[config.mk]
export PLATFORM = sky130hd
export DESIGN_NAME = pci_unit
export DESIGN_NICKNAME = d
export VERILOG_FILES = /design/src/rtl/pci_pkg.sv /design/src/rtl/pci_unit.sv /design/src/rtl/pci_pin_sync.sv
export VERILOG_INCLUDE_DIRS = /design/src /design/src/rtl
export SDC_FILE = /design/constraint.sdc
export NUM_CORES = 1
export LEC_CHECK = 0
export BUFFER_PORTS_ARGS = -buffer_cell sky130_fd_sc_hd__buf_2
export CORE_MARGIN = 4
export CORE_UTILIZATION = 50
export DETAILED_ROUTE_END_ITERATION = 16
export PLACE_DENSITY = 0.71
export SYNTH_ARGS = -nofsm -noshare
export SYNTH_HDL_FRONTEND = slang
export SYNTH_HIERARCHICAL = 1
export SYNTH_SLANG_ARGS = --single-unit
[constraint.sdc]
create_clock -name sys_clk -period 2.5 [get_ports sys_clk]
set_clock_uncertainty 0.15 [all_clocks]
set_input_delay 0.125 -clock sys_clk [delete_from_list [all_inputs] [get_ports sys_clk]]
set_output_delay 0.125 -clock sys_clk [all_outputs]
set_load 0.005 [all_outputs]
[src/rtl/pci_consts.svh]
// Offsets, field positions and reset values of the pin change interrupt unit
`ifndef PCI_CONSTS_SVH
`define PCI_CONSTS_SVH
`define PCI_IO_OFS 8'h20
`define PCI_FLAG_ADDR 8'h3B
`define PCI_ENABLE_ADDR 8'h68
`define PCI_MASK0_ADDR 8'h6B
`define PCI_MASK1_ADDR 8'h6C
`define PCI_MASK2_ADDR 8'h6D
`define PCI_GROUPS 3
`define PCI_PINS 24
`define PCI_MASK1_USED 8'h7F
`define PCI_REG_RESET 8'h00
`define PCI_SYNC_RESET 24'h000000
`define PCI_ARM_RESET 3'h0
`endif

[src/rtl/pci_pkg.sv]
// Types shared by the pin change interrupt unit
package pci_pkg;
  typedef struct packed {
    logic [7:0] addr;
    logic io_space;
    logic wr;
    logic rd;
    logic [7:0] wdata;
  } pci_bus_req_t;
  typedef enum logic [1:0] {
    PCI_VEC_G0,
    PCI_VEC_G1,
    PCI_VEC_G2,
    PCI_VEC_NONE
  } pci_vec_t;
endpackage

[src/rtl/pci_unit.sv]
// Pin change interrupt unit: masks, group enables, sticky flags, vectors
`timescale 1ns/1ps
`default_nettype none
`include "pci_consts.svh"
module pci_unit
  import pci_pkg::*;
(
  input wire logic sys_clk,
  input wire logic rst_n,
  input wire logic [23:0] pins_in,
  input wire pci_bus_req_t bus_req,
  output logic [7:0] bus_rdata,
  output logic bus_hit,
  input wire logic global_int_en,
  input wire logic vec_ack,
  input wire pci_vec_t vec_ack_id,
  output logic int_req,
  output pci_vec_t int_vec
);
  // ***********************************************
  // Pin sampling
  // ***********************************************
  logic [23:0] pins_changed;
  pci_pin_sync u_sync (
    .sys_clk(sys_clk),
    .rst_n(rst_n),
    .pins_in(pins_in),
    .pins_sync(),
    .pins_changed(pins_changed)
  );

  // ***********************************************
  // Address decode
  // ***********************************************
  logic [7:0] mask_r [`PCI_GROUPS];
  logic [2:0] enable_r;
  logic [2:0] flag_r;
  logic [7:0] data_addr;
  logic sel_flag;
  logic sel_en;
  logic [2:0] sel_mask;
  // The I/O space flag address sits 0x20 below its data space twin; the other registers answer only in data space
  assign data_addr = bus_req.io_space ? bus_req.addr + `PCI_IO_OFS : bus_req.addr;
  assign sel_flag = data_addr == `PCI_FLAG_ADDR;
  assign sel_en = !bus_req.io_space && data_addr == `PCI_ENABLE_ADDR;
  assign sel_mask[0] = !bus_req.io_space && data_addr == `PCI_MASK0_ADDR;
  assign sel_mask[1] = !bus_req.io_space && data_addr == `PCI_MASK1_ADDR;
  assign sel_mask[2] = !bus_req.io_space && data_addr == `PCI_MASK2_ADDR;
  assign bus_hit = sel_flag | sel_en | (|sel_mask);

  // ***********************************************
  // Registers and change detection per group
  // ***********************************************
  logic [2:0] group_change;
  logic [2:0] svc_clr;
  logic [7:0] mask_keep [`PCI_GROUPS];
  assign mask_keep[0] = 8'hFF;
  assign mask_keep[1] = `PCI_MASK1_USED;
  assign mask_keep[2] = 8'hFF;
  genvar g;
  generate
    for (g = 0; g < `PCI_GROUPS; g++) begin : g_grp
      logic [7:0] mask_nxt;
      assign mask_nxt = (bus_req.wr && sel_mask[g]) ? (bus_req.wdata & mask_keep[g]) : mask_r[g];
      // Detection runs regardless of the enable; the enable gates only dispatch
      assign group_change[g] = |(pins_changed[8*g +: 8] & mask_r[g]);
      assign svc_clr[g] = vec_ack && (vec_ack_id == pci_vec_t'(g));
      always_ff @(posedge sys_clk) begin
        if (!rst_n) begin
          mask_r[g] <= `PCI_REG_RESET;
        end else begin
          mask_r[g] <= mask_nxt;
        end
      end
    end
  endgenerate

  logic [2:0] w1c;
  logic [2:0] flag_nxt;
  logic [2:0] enable_nxt;
  assign w1c = (bus_req.wr && sel_flag) ? bus_req.wdata[2:0] : 3'h0;
  // A new change wins over a clear in the same cycle
  assign flag_nxt = group_change | (flag_r & ~w1c & ~svc_clr);
  assign enable_nxt = (bus_req.wr && sel_en) ? bus_req.wdata[2:0] : enable_r;
  always_ff @(posedge sys_clk) begin
    if (!rst_n) begin
      flag_r <= 3'h0;
      enable_r <= 3'h0;
    end else begin
      flag_r <= flag_nxt;
      enable_r <= enable_nxt;
    end
  end

  // ***********************************************
  // Read data
  // ***********************************************
  logic [7:0] rd_mux;
  assign rd_mux = sel_flag ? {5'h00, flag_r} :
                  sel_en ? {5'h00, enable_r} :
                  sel_mask[0] ? mask_r[0] :
                  sel_mask[1] ? mask_r[1] :
                  sel_mask[2] ? mask_r[2] : 8'h00;
  always_ff @(posedge sys_clk) begin
    if (!rst_n) begin
      bus_rdata <= 8'h00;
    end else if (bus_req.rd) begin
      bus_rdata <= rd_mux;
    end
  end

  // ***********************************************
  // Vector dispatch
  // ***********************************************
  logic [2:0] pend;
  assign pend = flag_r & enable_r & {3{global_int_en}};
  assign int_req = |pend;
  // Lowest group has the highest priority, like the vector table order
  assign int_vec = pend[0] ? PCI_VEC_G0 :
                   pend[1] ? PCI_VEC_G1 :
                   pend[2] ? PCI_VEC_G2 : PCI_VEC_NONE;

  // ***********************************************
  // Checks
  // ***********************************************
  AST_FLAG_SET: assert property (@(posedge sys_clk) disable iff (!rst_n)
    |(pins_changed[7:0] & mask_r[0]) |=> flag_r[0])
    else $error("group 0 flag not set after masked change");
  AST_G1_FLAG_SET: assert property (@(posedge sys_clk) disable iff (!rst_n)
    |(pins_changed[15:8] & mask_r[1]) |=> flag_r[1])
    else $error("group 1 flag not set after masked change");
  AST_G2_FLAG_SET: assert property (@(posedge sys_clk) disable iff (!rst_n)
    |(pins_changed[23:16] & mask_r[2]) |=> flag_r[2])
    else $error("group 2 flag not set after masked change");
  AST_NO_SPUR_FLAG: assert property (@(posedge sys_clk) disable iff (!rst_n)
    (group_change == 3'h0) |=> ((flag_r & ~$past(flag_r)) == 3'h0))
    else $error("flag rose without a masked change");
  AST_G2_MASKED: assert property (@(posedge sys_clk) disable iff (!rst_n)
    (mask_r[2] == 8'h00 && !flag_r[2] && !(bus_req.wr && sel_mask[2])) |=> !flag_r[2])
    else $error("group 2 flag set with empty mask");
  AST_MASK1_B7: assert property (@(posedge sys_clk) disable iff (!rst_n)
    !mask_r[1][7])
    else $error("group 1 mask bit 7 set");
  AST_MASK0_WR: assert property (@(posedge sys_clk) disable iff (!rst_n)
    (bus_req.wr && sel_mask[0]) |=> (mask_r[0] == $past(bus_req.wdata)))
    else $error("group 0 mask write lost");
  AST_MASK1_WR: assert property (@(posedge sys_clk) disable iff (!rst_n)
    (bus_req.wr && sel_mask[1]) |=> (mask_r[1] == ($past(bus_req.wdata) & `PCI_MASK1_USED)))
    else $error("group 1 mask write lost");
  AST_MASK2_WR: assert property (@(posedge sys_clk) disable iff (!rst_n)
    (bus_req.wr && sel_mask[2]) |=> (mask_r[2] == $past(bus_req.wdata)))
    else $error("group 2 mask write lost");
  // Clear checks leave out the cycle in which a new change wins over the clear
  AST_W1C: assert property (@(posedge sys_clk) disable iff (!rst_n)
    (bus_req.wr && sel_flag && bus_req.wdata[1] && !group_change[1]) |=> !flag_r[1])
    else $error("write one did not clear group 1 flag");
  AST_W0_KEEP: assert property (@(posedge sys_clk) disable iff (!rst_n)
    (flag_r[2] && !svc_clr[2] && !(bus_req.wr && sel_flag && bus_req.wdata[2])) |=> flag_r[2])
    else $error("group 2 flag lost without clear");
  AST_SVC_CLR: assert property (@(posedge sys_clk) disable iff (!rst_n)
    (svc_clr[0] && !group_change[0]) |=> !flag_r[0])
    else $error("service entry did not clear group 0 flag");
  AST_SVC_G2: assert property (@(posedge sys_clk) disable iff (!rst_n)
    (svc_clr[2] && !group_change[2]) |=> !flag_r[2])
    else $error("service entry did not clear group 2 flag");
  AST_REQ_GATE: assert property (@(posedge sys_clk) disable iff (!rst_n)
    int_req |-> (global_int_en && |(flag_r & enable_r)))
    else $error("request without flag, enable and global bit");
  AST_G1_DISPATCH: assert property (@(posedge sys_clk) disable iff (!rst_n)
    (flag_r[1] && enable_r[1] && global_int_en) |-> int_req)
    else $error("group 1 request missing");
  AST_VEC_G0: assert property (@(posedge sys_clk) disable iff (!rst_n)
    (flag_r[0] && enable_r[0] && global_int_en) |-> (int_vec == PCI_VEC_G0))
    else $error("group 0 request on wrong vector");
  AST_VEC_G2: assert property (@(posedge sys_clk) disable iff (!rst_n)
    (pend == 3'h4) |-> (int_vec == PCI_VEC_G2))
    else $error("group 2 request on wrong vector");
  AST_VEC_IDLE: assert property (@(posedge sys_clk) disable iff (!rst_n)
    !int_req |-> (int_vec == PCI_VEC_NONE))
    else $error("vector shown without a request");
  AST_IO_ALIAS: assert property (@(posedge sys_clk) disable iff (!rst_n)
    (bus_req.io_space && bus_req.addr == 8'h1B) |-> sel_flag)
    else $error("flag register not seen at I/O alias");
  AST_IO_ONLY_FLAG: assert property (@(posedge sys_clk) disable iff (!rst_n)
    bus_req.io_space |-> !(sel_en || (|sel_mask)))
    else $error("data space register answered in I/O space");
  AST_EN_WR: assert property (@(posedge sys_clk) disable iff (!rst_n)
    (bus_req.wr && sel_en) |=> (enable_r == $past(bus_req.wdata[2:0])))
    else $error("enable register write lost");
  // No disable here, so the reset cycles themselves are watched
  AST_RESET_CLEAR: assert property (@(posedge sys_clk)
    !rst_n |=> (flag_r == 3'h0 && enable_r == 3'h0 && !int_req &&
      mask_r[0] == 8'h00 && mask_r[1] == 8'h00 && mask_r[2] == 8'h00))
    else $error("registers not cleared by reset");
  COV_G0_REQ: cover property (@(posedge sys_clk) disable iff (!rst_n)
    int_req && int_vec == PCI_VEC_G0);
  COV_G1_SVC: cover property (@(posedge sys_clk) disable iff (!rst_n)
    flag_r[1] ##1 svc_clr[1]);
  COV_W1C: cover property (@(posedge sys_clk) disable iff (!rst_n)
    bus_req.wr && sel_flag && |(w1c & flag_r));
  COV_SET_CLR: cover property (@(posedge sys_clk) disable iff (!rst_n)
    |(group_change & w1c));
  COV_IO_W1C: cover property (@(posedge sys_clk) disable iff (!rst_n)
    bus_req.io_space && bus_req.wr && sel_flag);
endmodule
`default_nettype wire

[src/rtl/pci_pin_sync.sv]
// Two-stage synchroniser and change detector for the monitored pins
`timescale 1ns/1ps
`default_nettype none
`include "pci_consts.svh"
module pci_pin_sync (
  input wire logic sys_clk,
  input wire logic rst_n,
  input wire logic [23:0] pins_in,
  output logic [23:0] pins_sync,
  output logic [23:0] pins_changed
);
  logic [23:0] meta_r;
  logic [23:0] sync_r;
  logic [23:0] prev_r;
  logic [2:0] arm_r;
  logic armed;
  // First stage feeds only the second stage
  always_ff @(posedge sys_clk) begin
    if (!rst_n) begin
      meta_r <= `PCI_SYNC_RESET;
      sync_r <= `PCI_SYNC_RESET;
      prev_r <= `PCI_SYNC_RESET;
      arm_r <= `PCI_ARM_RESET;
    end else begin
      meta_r <= pins_in;
      sync_r <= meta_r;
      prev_r <= sync_r;
      arm_r <= {arm_r[1:0], 1'b1};
    end
  end
  // Reset clears the stages, so a pin held high would look like a change;
  // detection waits until prev holds a real sample, a change in that gap is lost
  assign armed = arm_r[2];
  assign pins_sync = sync_r;
  assign pins_changed = armed ? (sync_r ^ prev_r) : `PCI_SYNC_RESET;
endmodule
`default_nettype wire

; ---- After elaboration in Yosys (flattened, before gate mapping)
; Memory sizes are Yosys's and may differ from the RTL's.
; Cells that the tools add are included.
; Widths: inputs -> output; s select.
[totals]
regBits = 89
mem_bits_rw = 24
inputBits = 49
out_inout_bits = 12
wordCells = 72
n_memories = 1
[memory_table]
columns = memory, words, word_bits, read_ports, rd_ports_with_merged_regs, wr, line
row1 = mask_r, 3, 8, 3, 0, 3, pci_unit.sv:35  ; logic [7:0] mask_r [`PCI_GROUPS];
[op_classes]
add_sub_neg = 1
n_eq_ne = 7
mux = 20
n_bitwise = 16
reduce_logical = 19
[ops]
columns = op, n
row1 = $mux 8, 12
row2 = $eq 8x7->1 const B, 4
row3 = $and 8x8->8, 3
row4 = $mux 24, 1
row5 = $reduce_or 8->1, 3
row6 = $xor 24x24->24, 1
row7 = $and 3x3->3, 4
row8 = $logic_and 1x1->1, 12
row9 = $add 8x6->8 const B, 1
row10 = $eq 8x6->1 const B, 1
row11 = $not 3->3, 2
row12 = $reduce_or 3->1, 2
row13 = $or 1x1->1, 5
row14 = $mux 1, 4
row15 = $mux 2, 2
row16 = $mux 3, 1
row17 = $or 3x3->3, 1
row18 = $eq 2x1->1 const B, 1
row19 = $eq 2x2->1 const B, 1
row20 = $logic_not 2->1, 1
row21 = $logic_not 1->1, 1

; ---- Depth between registers and ports, before layout
; Gate-level depths: netlist (run 1).
[depth]
word_depth = 9
mapped_depth = 6
ltp_nobuf = 6

; ---- Modules after synthesis
; The synthesis (run 1) kept the hierarchy.
[by_module_without_submodules]
columns = mod, instances, cells_each, area_each_um2, seq_area_each_um2
row1 = pci_pin_sync, 1, 207, 2418.6, 1501.4
row2 = pci_unit, 1, 208, 1996.9, 740.7

; ---- Worst setup path before layout (run 1)
; OpenSTA, ideal clock, no wires.
[synth_timing]
kind = register to register
start = register u_sync.arm_r[2]
end = register flag_r[0]
setup_ns = 0.115
arrival_time_ns = 1.255
required_ns = 2.235
path_slack_ns = 0.980
path_stages_with_launch = 7
path_buffers = 1
synth_period_minus_slack_ns = 1.520
path_cell_list = dfxtp_1 clkbuf_2 and2_1 a22o_1 a221oi_1 nand3_1 o21a_1
[synth_between]
elab_chain_len = 4
[synth_lines]
columns = item, line
row1 = start: declaration, pci_pin_sync.sv:15  ; logic [2:0] arm_r;
row2 = start signal: assignment, pci_pin_sync.sv:23  ; arm_r <= `PCI_ARM_RESET;
row3 = start signal: assignment, pci_pin_sync.sv:28  ; arm_r <= {arm_r[1:0], 1'b1};
row4 = $mux 24 (no line), -
row5 = named net pins_changed[2], pci_unit.sv:23  ; logic [23:0] pins_changed;
row6 = $and 8x8->8, pci_unit.sv:66  ; assign group_change[g] = |(pins_changed[8*g +: 8] & mask_r[g]);
row7 = $reduce_or 8->1, pci_unit.sv:66
row8 = $or 3x3->3, pci_unit.sv:83  ; assign flag_nxt = group_change | (flag_r & ~w1c & ~svc_clr);
row9 = end signal: assignment, pci_unit.sv:90  ; flag_r <= flag_nxt;
row10 = end: declaration, pci_unit.sv:37  ; logic [2:0] flag_r;
; The timed path passes the listed nets, and every way through them passes these cells.
; A chain may end at the register's enable or synchronous reset.

; ---- Final worst setup path (run 1)
[layout_timing]
start = register u_sync.arm_r[2]
end = register flag_r[2]
; Same word-level chain as after synthesis.

==> impl_metrics.toml, run 1 <==
[run_status]
status = "completed"

[die]
ios = 61
coreArea_um2 = 8300
num_rows = 33
die_h_um = 101
chipWidth_um = 101
start_util = 0.521
die-area_um2 = 10200

[run]
maxCapViolCount = 0

[clocking]
cts_resized = 0
clock_sinks = 109
ctsLongestPathBuffers = 2
cts_tree = "done"
cts_buffers = 9
ctsRootBufferMaster = "clkbuf_8"
clk_latency_ns = 0.36
htree_levels = 3
path_clk_slew_ns = 0.10

[timing]
fmax_ghz = 0.551
fin_crit_ns = 1.81
slew_headroom = 0.647
tightestPinTransition_ns = 0.529
drv_slew = 0
period_share = 0.726
hold_viol_final = 0
setup_viol = 0
finalSetupTns_ns = 0
rsz0062_at_grt = "false"

[detailed_routing]
drtIter0Drc = 103
via_per_inst = 4.96
vias = 2965
antenna_left = 0
route.detailed.drc = 0
wl_per_cell_um = 13.2
drt_wl_total_mm = 7.92
firstDrtPassIters = 4

[pwr]
ir_drop_mv = 0.388
clkPwrFrac = 0.359
switchingPower_mw = 0.650
leakage_nw = 2.41
powerDensity_nw_per_um2 = 608
power_frac_seq = 0.575
pwr-share-comb = 0.066
internal-power_mw = 2.48
swShare = 0.207
power.total_mw = 3.13

[global_routing]
met3_usage = 0.0394
grt_max_degree = 56
grt_overflow_total = 0
grt_usage = 0.166
grt_pass1_wl_mm = 13.4
antenna_found_initial = 0
met2_usage = 0.281
grt-busiest-layer = "met2"
grtUsageMet1 = 0.208
grt_pass1_vias = 2917

[logic_synthesis]
syn_nets = 457
synth_warnings = 6
avgSynthCellArea_um2 = 10.6
synth_area_um2 = 4320
syn-instance-count = 407

[placed_design]
routabilityCongestion = 0.883
hpwlAfterDp_mm = 5.43
port_buffers = 59

[worst_setup_path]
required_ns = 2.61
critPathArrivalTime_ns = 1.92
end_kind = "flip-flop"
rrSetupSlack_ns = 0.69
critPathKind = "flip-flop to flip-flop"
cp_max_fo = 23
start_kind = "flip-flop"

[cells_and_area]
diodes = 0
layout.nets = 539
syn_to_final_growth_pct = 19.3
drive_gt1_frac = 0.178

[min_path]
hold_class = "input port to flip-flop"
what timing repair did:
action / 4_1_cts / 5_1_grt
hold endpoints to repair: 49 / 0
buffers inserted: 0 / 0
hold buffers: 31 / 0
registers in the layout, summed over array words and instances, names as in the netlist:
name / flops
mask_r: 23
u_sync/meta_r: 23
u_sync/pins_sync: 23
u_sync/prev_r: 23
bus_rdata: 8
enable_r: 3
flag_r: 3
u_sync/arm_r: 3
cell type report:
class	instances	area [um2]
fillers	680	3140
repair buffers	93	641
clock inverters	4	72.6
well taps	105	131
clock buffers	11	141
multi-input cells	271	1970
inverters	5	18.8
flip-flops and latches	109	2180
power by group through the flow:
stage	clock, mW	sequential [mW]	combinational [mW]
floorplan	0	1.84	0.114
global placement	0	1.84	0.167
detailed placement	0	1.84	0.170
CTS	1.15	1.80	0.208
global route	1.22	1.81	0.232
finish	1.12	1.80	0.208
final timing paths:
| path | depth (start not counted) | end | startpoint |
|---|---|---|---|
| min | 3 | bus_rdata[0] | bus_req[8] |
| max reg2reg | 5 | flag_r[2] | u_sync/arm_r[2] |
| max | 5 | flag_r[2] | u_sync/arm_r[2] |
| min reg2reg | 1 | u_sync/pins_sync[5] | u_sync/meta_r[5] |
layer usage:
layer	share of wire	vias to the layer above
met5	0	-
met4	0.015	0
met3	0.050	9
met2	0.48	60
met1	0.46	1366
li1	-	1530
worst max-delay path, cell delays in order (launching register included):
cell and delay, ns:
dfxtp_1 0.48, and2_1 0.22, a22o_1 0.22, a221oi_1 0.32
nand3_1 0.13, o21a_1 0.20
per-stage QoR:
stage	instance area, um2	std cells	hold WS (ns)	worst slack, ns	utilization
2_1_floorplan	4320	407	0.00272	0.980	-
3_3_place_gp	4630	552	0.180	0.664	0.558
3_5_place_dp	4630	552	0.177	0.619	0.558
4_1_cts	5160	598	0.0332	0.651	0.621
5_1_grt	5160	598	0.0882	0.507	0.621
6_report	5160	598	0.0509	0.686	0.621
cell usage in the layout (no fill, tap or decap), types with 5 or more instances in the layout:
| cell type | count |
|---|---|
| a22oi_1 | 7 |
| and2_1 | 100 |
| buf_2 | 59 |
| clkbuf_8 | 10 |
| dfxtp_1 | 109 |
| dlygate4sd3_1 | 31 |
| inv_1 | 5 |
| mux2_2 | 6 |
| mux2i_1 | 28 |
| nand2_1 | 13 |
| nand3_1 | 8 |
| nor2b_1 | 30 |
| o21ai_0 | 6 |
| o22ai_1 | 7 |
| xor2_1 | 24 |
(Power assumes the default switching activity.)
==> run 2: changes to the inputs <==
clock period = 1.7 ns   (was 2.5 ns; I/O delays follow)
==> impl_metrics.toml, run 2 (synthesis gave the netlist of run 1 again) <==
[clocking]
ctsLongestPathBuffers = 2
clk_latency_ns = 0.36
htree_levels = 3
cts_tree = "done"
post-cts-setup-buffers = 0
path_clk_slew_ns = 0.10
ctsRootBufferMaster = "clkbuf_8"
cts_buffers = 9
clock_sinks = 109

[worst_setup_path]
crit_family = "compound AO/OA/AOI/OAI gates"
slowest_delay_ns = 0.32
start_kind = "flip-flop"
critPathArrivalTime_ns = 1.70
slowest_stage = "dfxtp_1"
critPathKind = "flip-flop to flip-flop"
end_kind = "flip-flop"
r2r_cells = 6
required_ns = 1.81
crit_cells = 6
cp_max_fo = 1
crit_chain = "xor2_1 > and2_1 > a22o_1 > a221oi_2 > nand3_1 > o21a_1"
path_buf_inv = 0

[global_routing]
grt_usage = 0.167
grt_pass1_vias = 2909
antenna_found_initial = 0
grt_max_degree = 54
grt_pass1_wl_mm = 13.5
grt_overflow_total = 0

[detailed_routing]
antenna_left = 0
route.detailed.drc = 0
drtIter0Drc = 98
drt_wl_total_mm = 8.22
vias = 2973
via_per_inst = 4.91
wl_per_cell_um = 13.6
firstDrtPassIters = 4

[timing]
hold_viol_final = 0
rsz0062_at_grt = "false"
setup_viol = 0
drv_slew = 0
setup_slack_ns = 0.109
finalSetupTns_ns = 0
period_share = 0.936
tightestPinTransition_ns = 0.369
fin_crit_ns = 1.59
fmax_ghz = 0.629
slew_headroom = 0.754

[cells_and_area]
final_cell_mix = "108 x dfxtp_1, 100 x and2_1, 59 x buf_2"
syn_to_final_growth_pct = 21.3
stdcell_count = 605
n_fill_cell = 692
drive_gt1_frac = 0.196
diodes = 0
multi_input_area_um2 = 1980
layout.nets = 546
regArea_um2 = 2180
final_common_cell = "dfxtp_1"

[die]
start_util = 0.521
die-area_um2 = 10200
coreArea_um2 = 8300
num_rows = 33
ios = 61
chipWidth_um = 101
die_h_um = 101

[placed_design]
routabilityCongestion = 0.882
post-place-ws_ns = -0.00249
port_buffers = 59
hpwlAfterDp_mm = 5.61
dp.cells = 558

[min_path]
hold_depth = 3
hold_class = "input port to flip-flop"

[pwr]
ir_drop_mv = 0.779
powerDensity_nw_per_um2 = 872
power.total_mw = 4.57
leakage_nw = 2.46

[run]
maxCapViolCount = 0

[run_status]
status = "completed"
-- run 2: layer usage --
| metal | share of wire | GRT usage |
|---|---|---|
| met1 | 0.45 | 0.204 |
| met2 | 0.48 | 0.293 |
| met3 | 0.062 | 0.0339 |
| met4 | 0.0090 | 0.0562 |
| met5 | 0 | 0 |
-- run 2: path summary, 6_finish.rpt --
| check | start | end | slack (ns) |
|---|---|---|---|
| setup reg to reg | u_sync/prev_r[18] | flag_r[2] | 0.11 |
| hold / removal | bus_req[8] | bus_rdata[1] | 0.02 |
| setup / recovery | u_sync/prev_r[18] | flag_r[2] | 0.11 |
| hold reg to reg | u_sync/arm_r[1] | u_sync/arm_r[2] | 0.28 |
-- run 2: final cells by class --
cell class / instances / share of cell area
well taps: 105 / 0.0251
repair buffers: 100 / 0.138
inverters: 5 / 0.00358
clock inverters: 5 / 0.0129
multi-input cells: 271 / 0.378
clock buffers: 10 / 0.0263
flip-flops and latches: 109 / 0.417
-- run 2: timing repair --
| action | CTS | global route |
|---|---|---|
| gates cloned | 0 | 0 |
| gates resized for setup | 1 | 2 |
| setup endpoints to repair | 1 | 2 |
| hold buffers | 32 | 0 |
| endpoints found under the hold margin | 51 | 0 |
| pin swaps | 0 | 2 |
-- run 2: where the power goes --
group	internal, mW	leakage [nW]	total [mW]	switching (mW)
Combinational	0.187	1.46	0.326	0.139
Sequential	2.62	0.891	2.65	0.0274
Clock	0.738	0.105	1.59	0.856
-- run 2: worst register-to-register path, cell delays in order, from the launching register on --
cell	delay, ns
dfxtp_1	0.32
xor2_1	0.14
and2_1	0.15
a22o_1	0.23
a221oi_2	0.21
nand3_1	0.11
o21a_1	0.19
-- run 2: per-stage QoR --
stage	util	hold slack [ns]	cell area, um2
after global routing	0.632	0.0154	5240
after global placement	0.567	0.141	4700
after floorplan	-	-0.0373	4320
final	0.632	0.0221	5240
after CTS	0.630	0.00227	5230
after detailed placement	0.567	0.141	4700
==> run 3: changes to the inputs <==
BUFFER_PORTS_ARGS = not set   (was -buffer_cell sky130_fd_sc_hd__buf_2)
CORE_MARGIN = 2   (was 4)
DONT_BUFFER_PORTS = 1   (was not set)
PLACE_DENSITY = not set   (was 0.71)
==> impl_metrics.toml, run 3 (synthesis gave the netlist of run 1 again) <==
[run_status]
status = "finished, violations left"
failed_checks = "hold timing"

[worst_setup_path]
slowest_stage = "dlygate4sd3_1"
r2r_start = "flag_r[1]"
path_buf_inv = 1
start_kind = "flip-flop"
end_kind = "flip-flop"
rrSetupSlack_ns = 0.04
required_ns = 1.85
r2r_end = "flag_r[1]"
crit_family = "buffers and inverters"
critPathKind = "flip-flop to flip-flop"
r2r_cells = 4
crit_cells = 4
crit_chain = "o21ai_0 > a41oi_1 > dlygate4sd3_1 > o21a_1"
critPathArrivalTime_ns = 1.81
slowest_delay_ns = 0.60
cp_max_fo = 3
crit_start = "flag_r[1]"
endpoint = "flag_r[1]"

[global_routing]
grt_usage = 0.184
grt_pass1_wl_mm = 14.0
grt_max_degree = 110
antenna_found_initial = 0
grt_pass1_vias = 2931
grt_overflow_total = 0

[detailed_routing]
drtIter0Drc = 120
antenna_left = 0
wl_per_cell_um = 14.8
top_layer = "met4"
routed-wl-met3_um = 305
firstDrtPassIters = 5
via_per_inst = 5.13
wl_met2_mm = 3.85
drt_wl_total_mm = 8.25
wl_met1_mm = 3.96
vias = 2865
route.detailed.drc = 0

[clocking]
clock_sinks = 109
post-cts-setup-buffers = 0
htree_levels = 3
path_clk_slew_ns = 0.10
cts_buffers = 9
clk_latency_ns = 0.36
ctsLongestPathBuffers = 2
ctsRootBufferMaster = "clkbuf_8"
cts_tree = "done"

[cells_and_area]
n_fill_cell = 730
final_cell_mix = "107 x dfxtp_1, 99 x and2_1, 45 x dlygate4sd3_1"
stdcell_count = 558
final_util = 0.611
layout.nets = 498
drive_gt1_frac = 0.0905
regArea_um2 = 2180
multi_input_area_um2 = 1990
syn_to_final_growth_pct = 17.3
diodes = 0
final_common_cell = "dfxtp_1"

[timing]
hold_viol_final = 2
fin_crit_ns = 1.66
setup_viol = 0
period_share = 0.974
setup_slack_ns = 0.0445
holdWs_ns = -0.0123
slew_headroom = 0.732
drv_slew = 0
tightestPinTransition_ns = 0.401
fmax_ghz = 0.604
rsz0062_at_grt = "false"

[run]
maxCapViolCount = 0

[pwr]
leakage_nw = 2.28
ir_drop_mv = 0.578
power.total_mw = 4.52
powerDensity_nw_per_um2 = 892

[die]
chipWidth_um = 97.0
die_h_um = 97.0
start_util = 0.521
coreArea_um2 = 8300
die-area_um2 = 9400
num_rows = 33
ios = 61

[placed_design]
post-place-ws_ns = -0.0110
port_buffers = 0
routabilityCongestion = 0.831
hpwlAfterDp_mm = 5.28
dp.cells = 496

[min_path]
hold_class = "input port to flip-flop"
hold_depth = 3
[run 3: cell count changes in the layout (fill, tap and decap cells not counted), sizes merged]
cell	previous run	this run
dlygate4sd3	32	45
clkinvlp	0	1
inv	8	7
clkbuf	10	11
buf	68	7
[run 3: report_power, final]
part | switching, mW | internal, mW | leakage [nW]
clock network | 0.853 | 0.741 | 0.102
registers | 0.0267 | 2.62 | 0.892
logic | 0.119 | 0.161 | 1.28
total | 0.998 | 3.52 | 2.28
[run 3: repair_timing]
action                                 in CTS  in global routing
endpoints found under the hold margin     109                  2
hold buffers                               45                  1
pin swaps                                   0                  0
gates resized for setup                     1                  7
setup endpoints to repair                   1                  3
[run 3: worst register-to-register path: stages, from the launching register on]
cell and delay [ns]:
dfxtp_1 0.43, o21ai_0 0.12, a41oi_1 0.20, dlygate4sd3_1 0.60, o21a_1 0.11
[run 3: worst min path at each step]
stage          slack, ns              end         from
6_report           -0.01     bus_rdata[1]  bus_req[10]
3_5_place_dp       -0.03  u_sync/arm_r[0]        rst_n
3_3_place_gp       -0.03  u_sync/arm_r[0]        rst_n
2_1_floorplan      -0.04  u_sync/arm_r[0]        rst_n
4_1_cts            0.009     bus_rdata[1]  bus_req[10]
5_1_grt            -0.02     bus_rdata[1]  bus_req[10]
[run 3: stage by stage]
step           area, um2  TNS, ns
2_1_floorplan       4320        0
3_3_place_gp        4360        0
3_5_place_dp        4360  -0.0110
4_1_cts             5040        0
5_1_grt             5070        0
6_report            5070        0
[run 3: cell type report]
class                           instances  area share
Clock inverter                          5      0.0131
Sequential cell                       109       0.431
Timing Repair Buffer                   52       0.106
Tap cell                              105      0.0259
Clock buffer                           11      0.0279
Multi-Input combinational cell        271       0.393
Inverter                                5     0.00370
[run 3: routing by layer]
metal | up-vias | GRT usage
met5 | - | 0
met3 | 14 | 0.0383
li1 | 1446 | -
met2 | 67 | 0.292
met4 | 0 | 0.0726
met1 | 1338 | 0.245
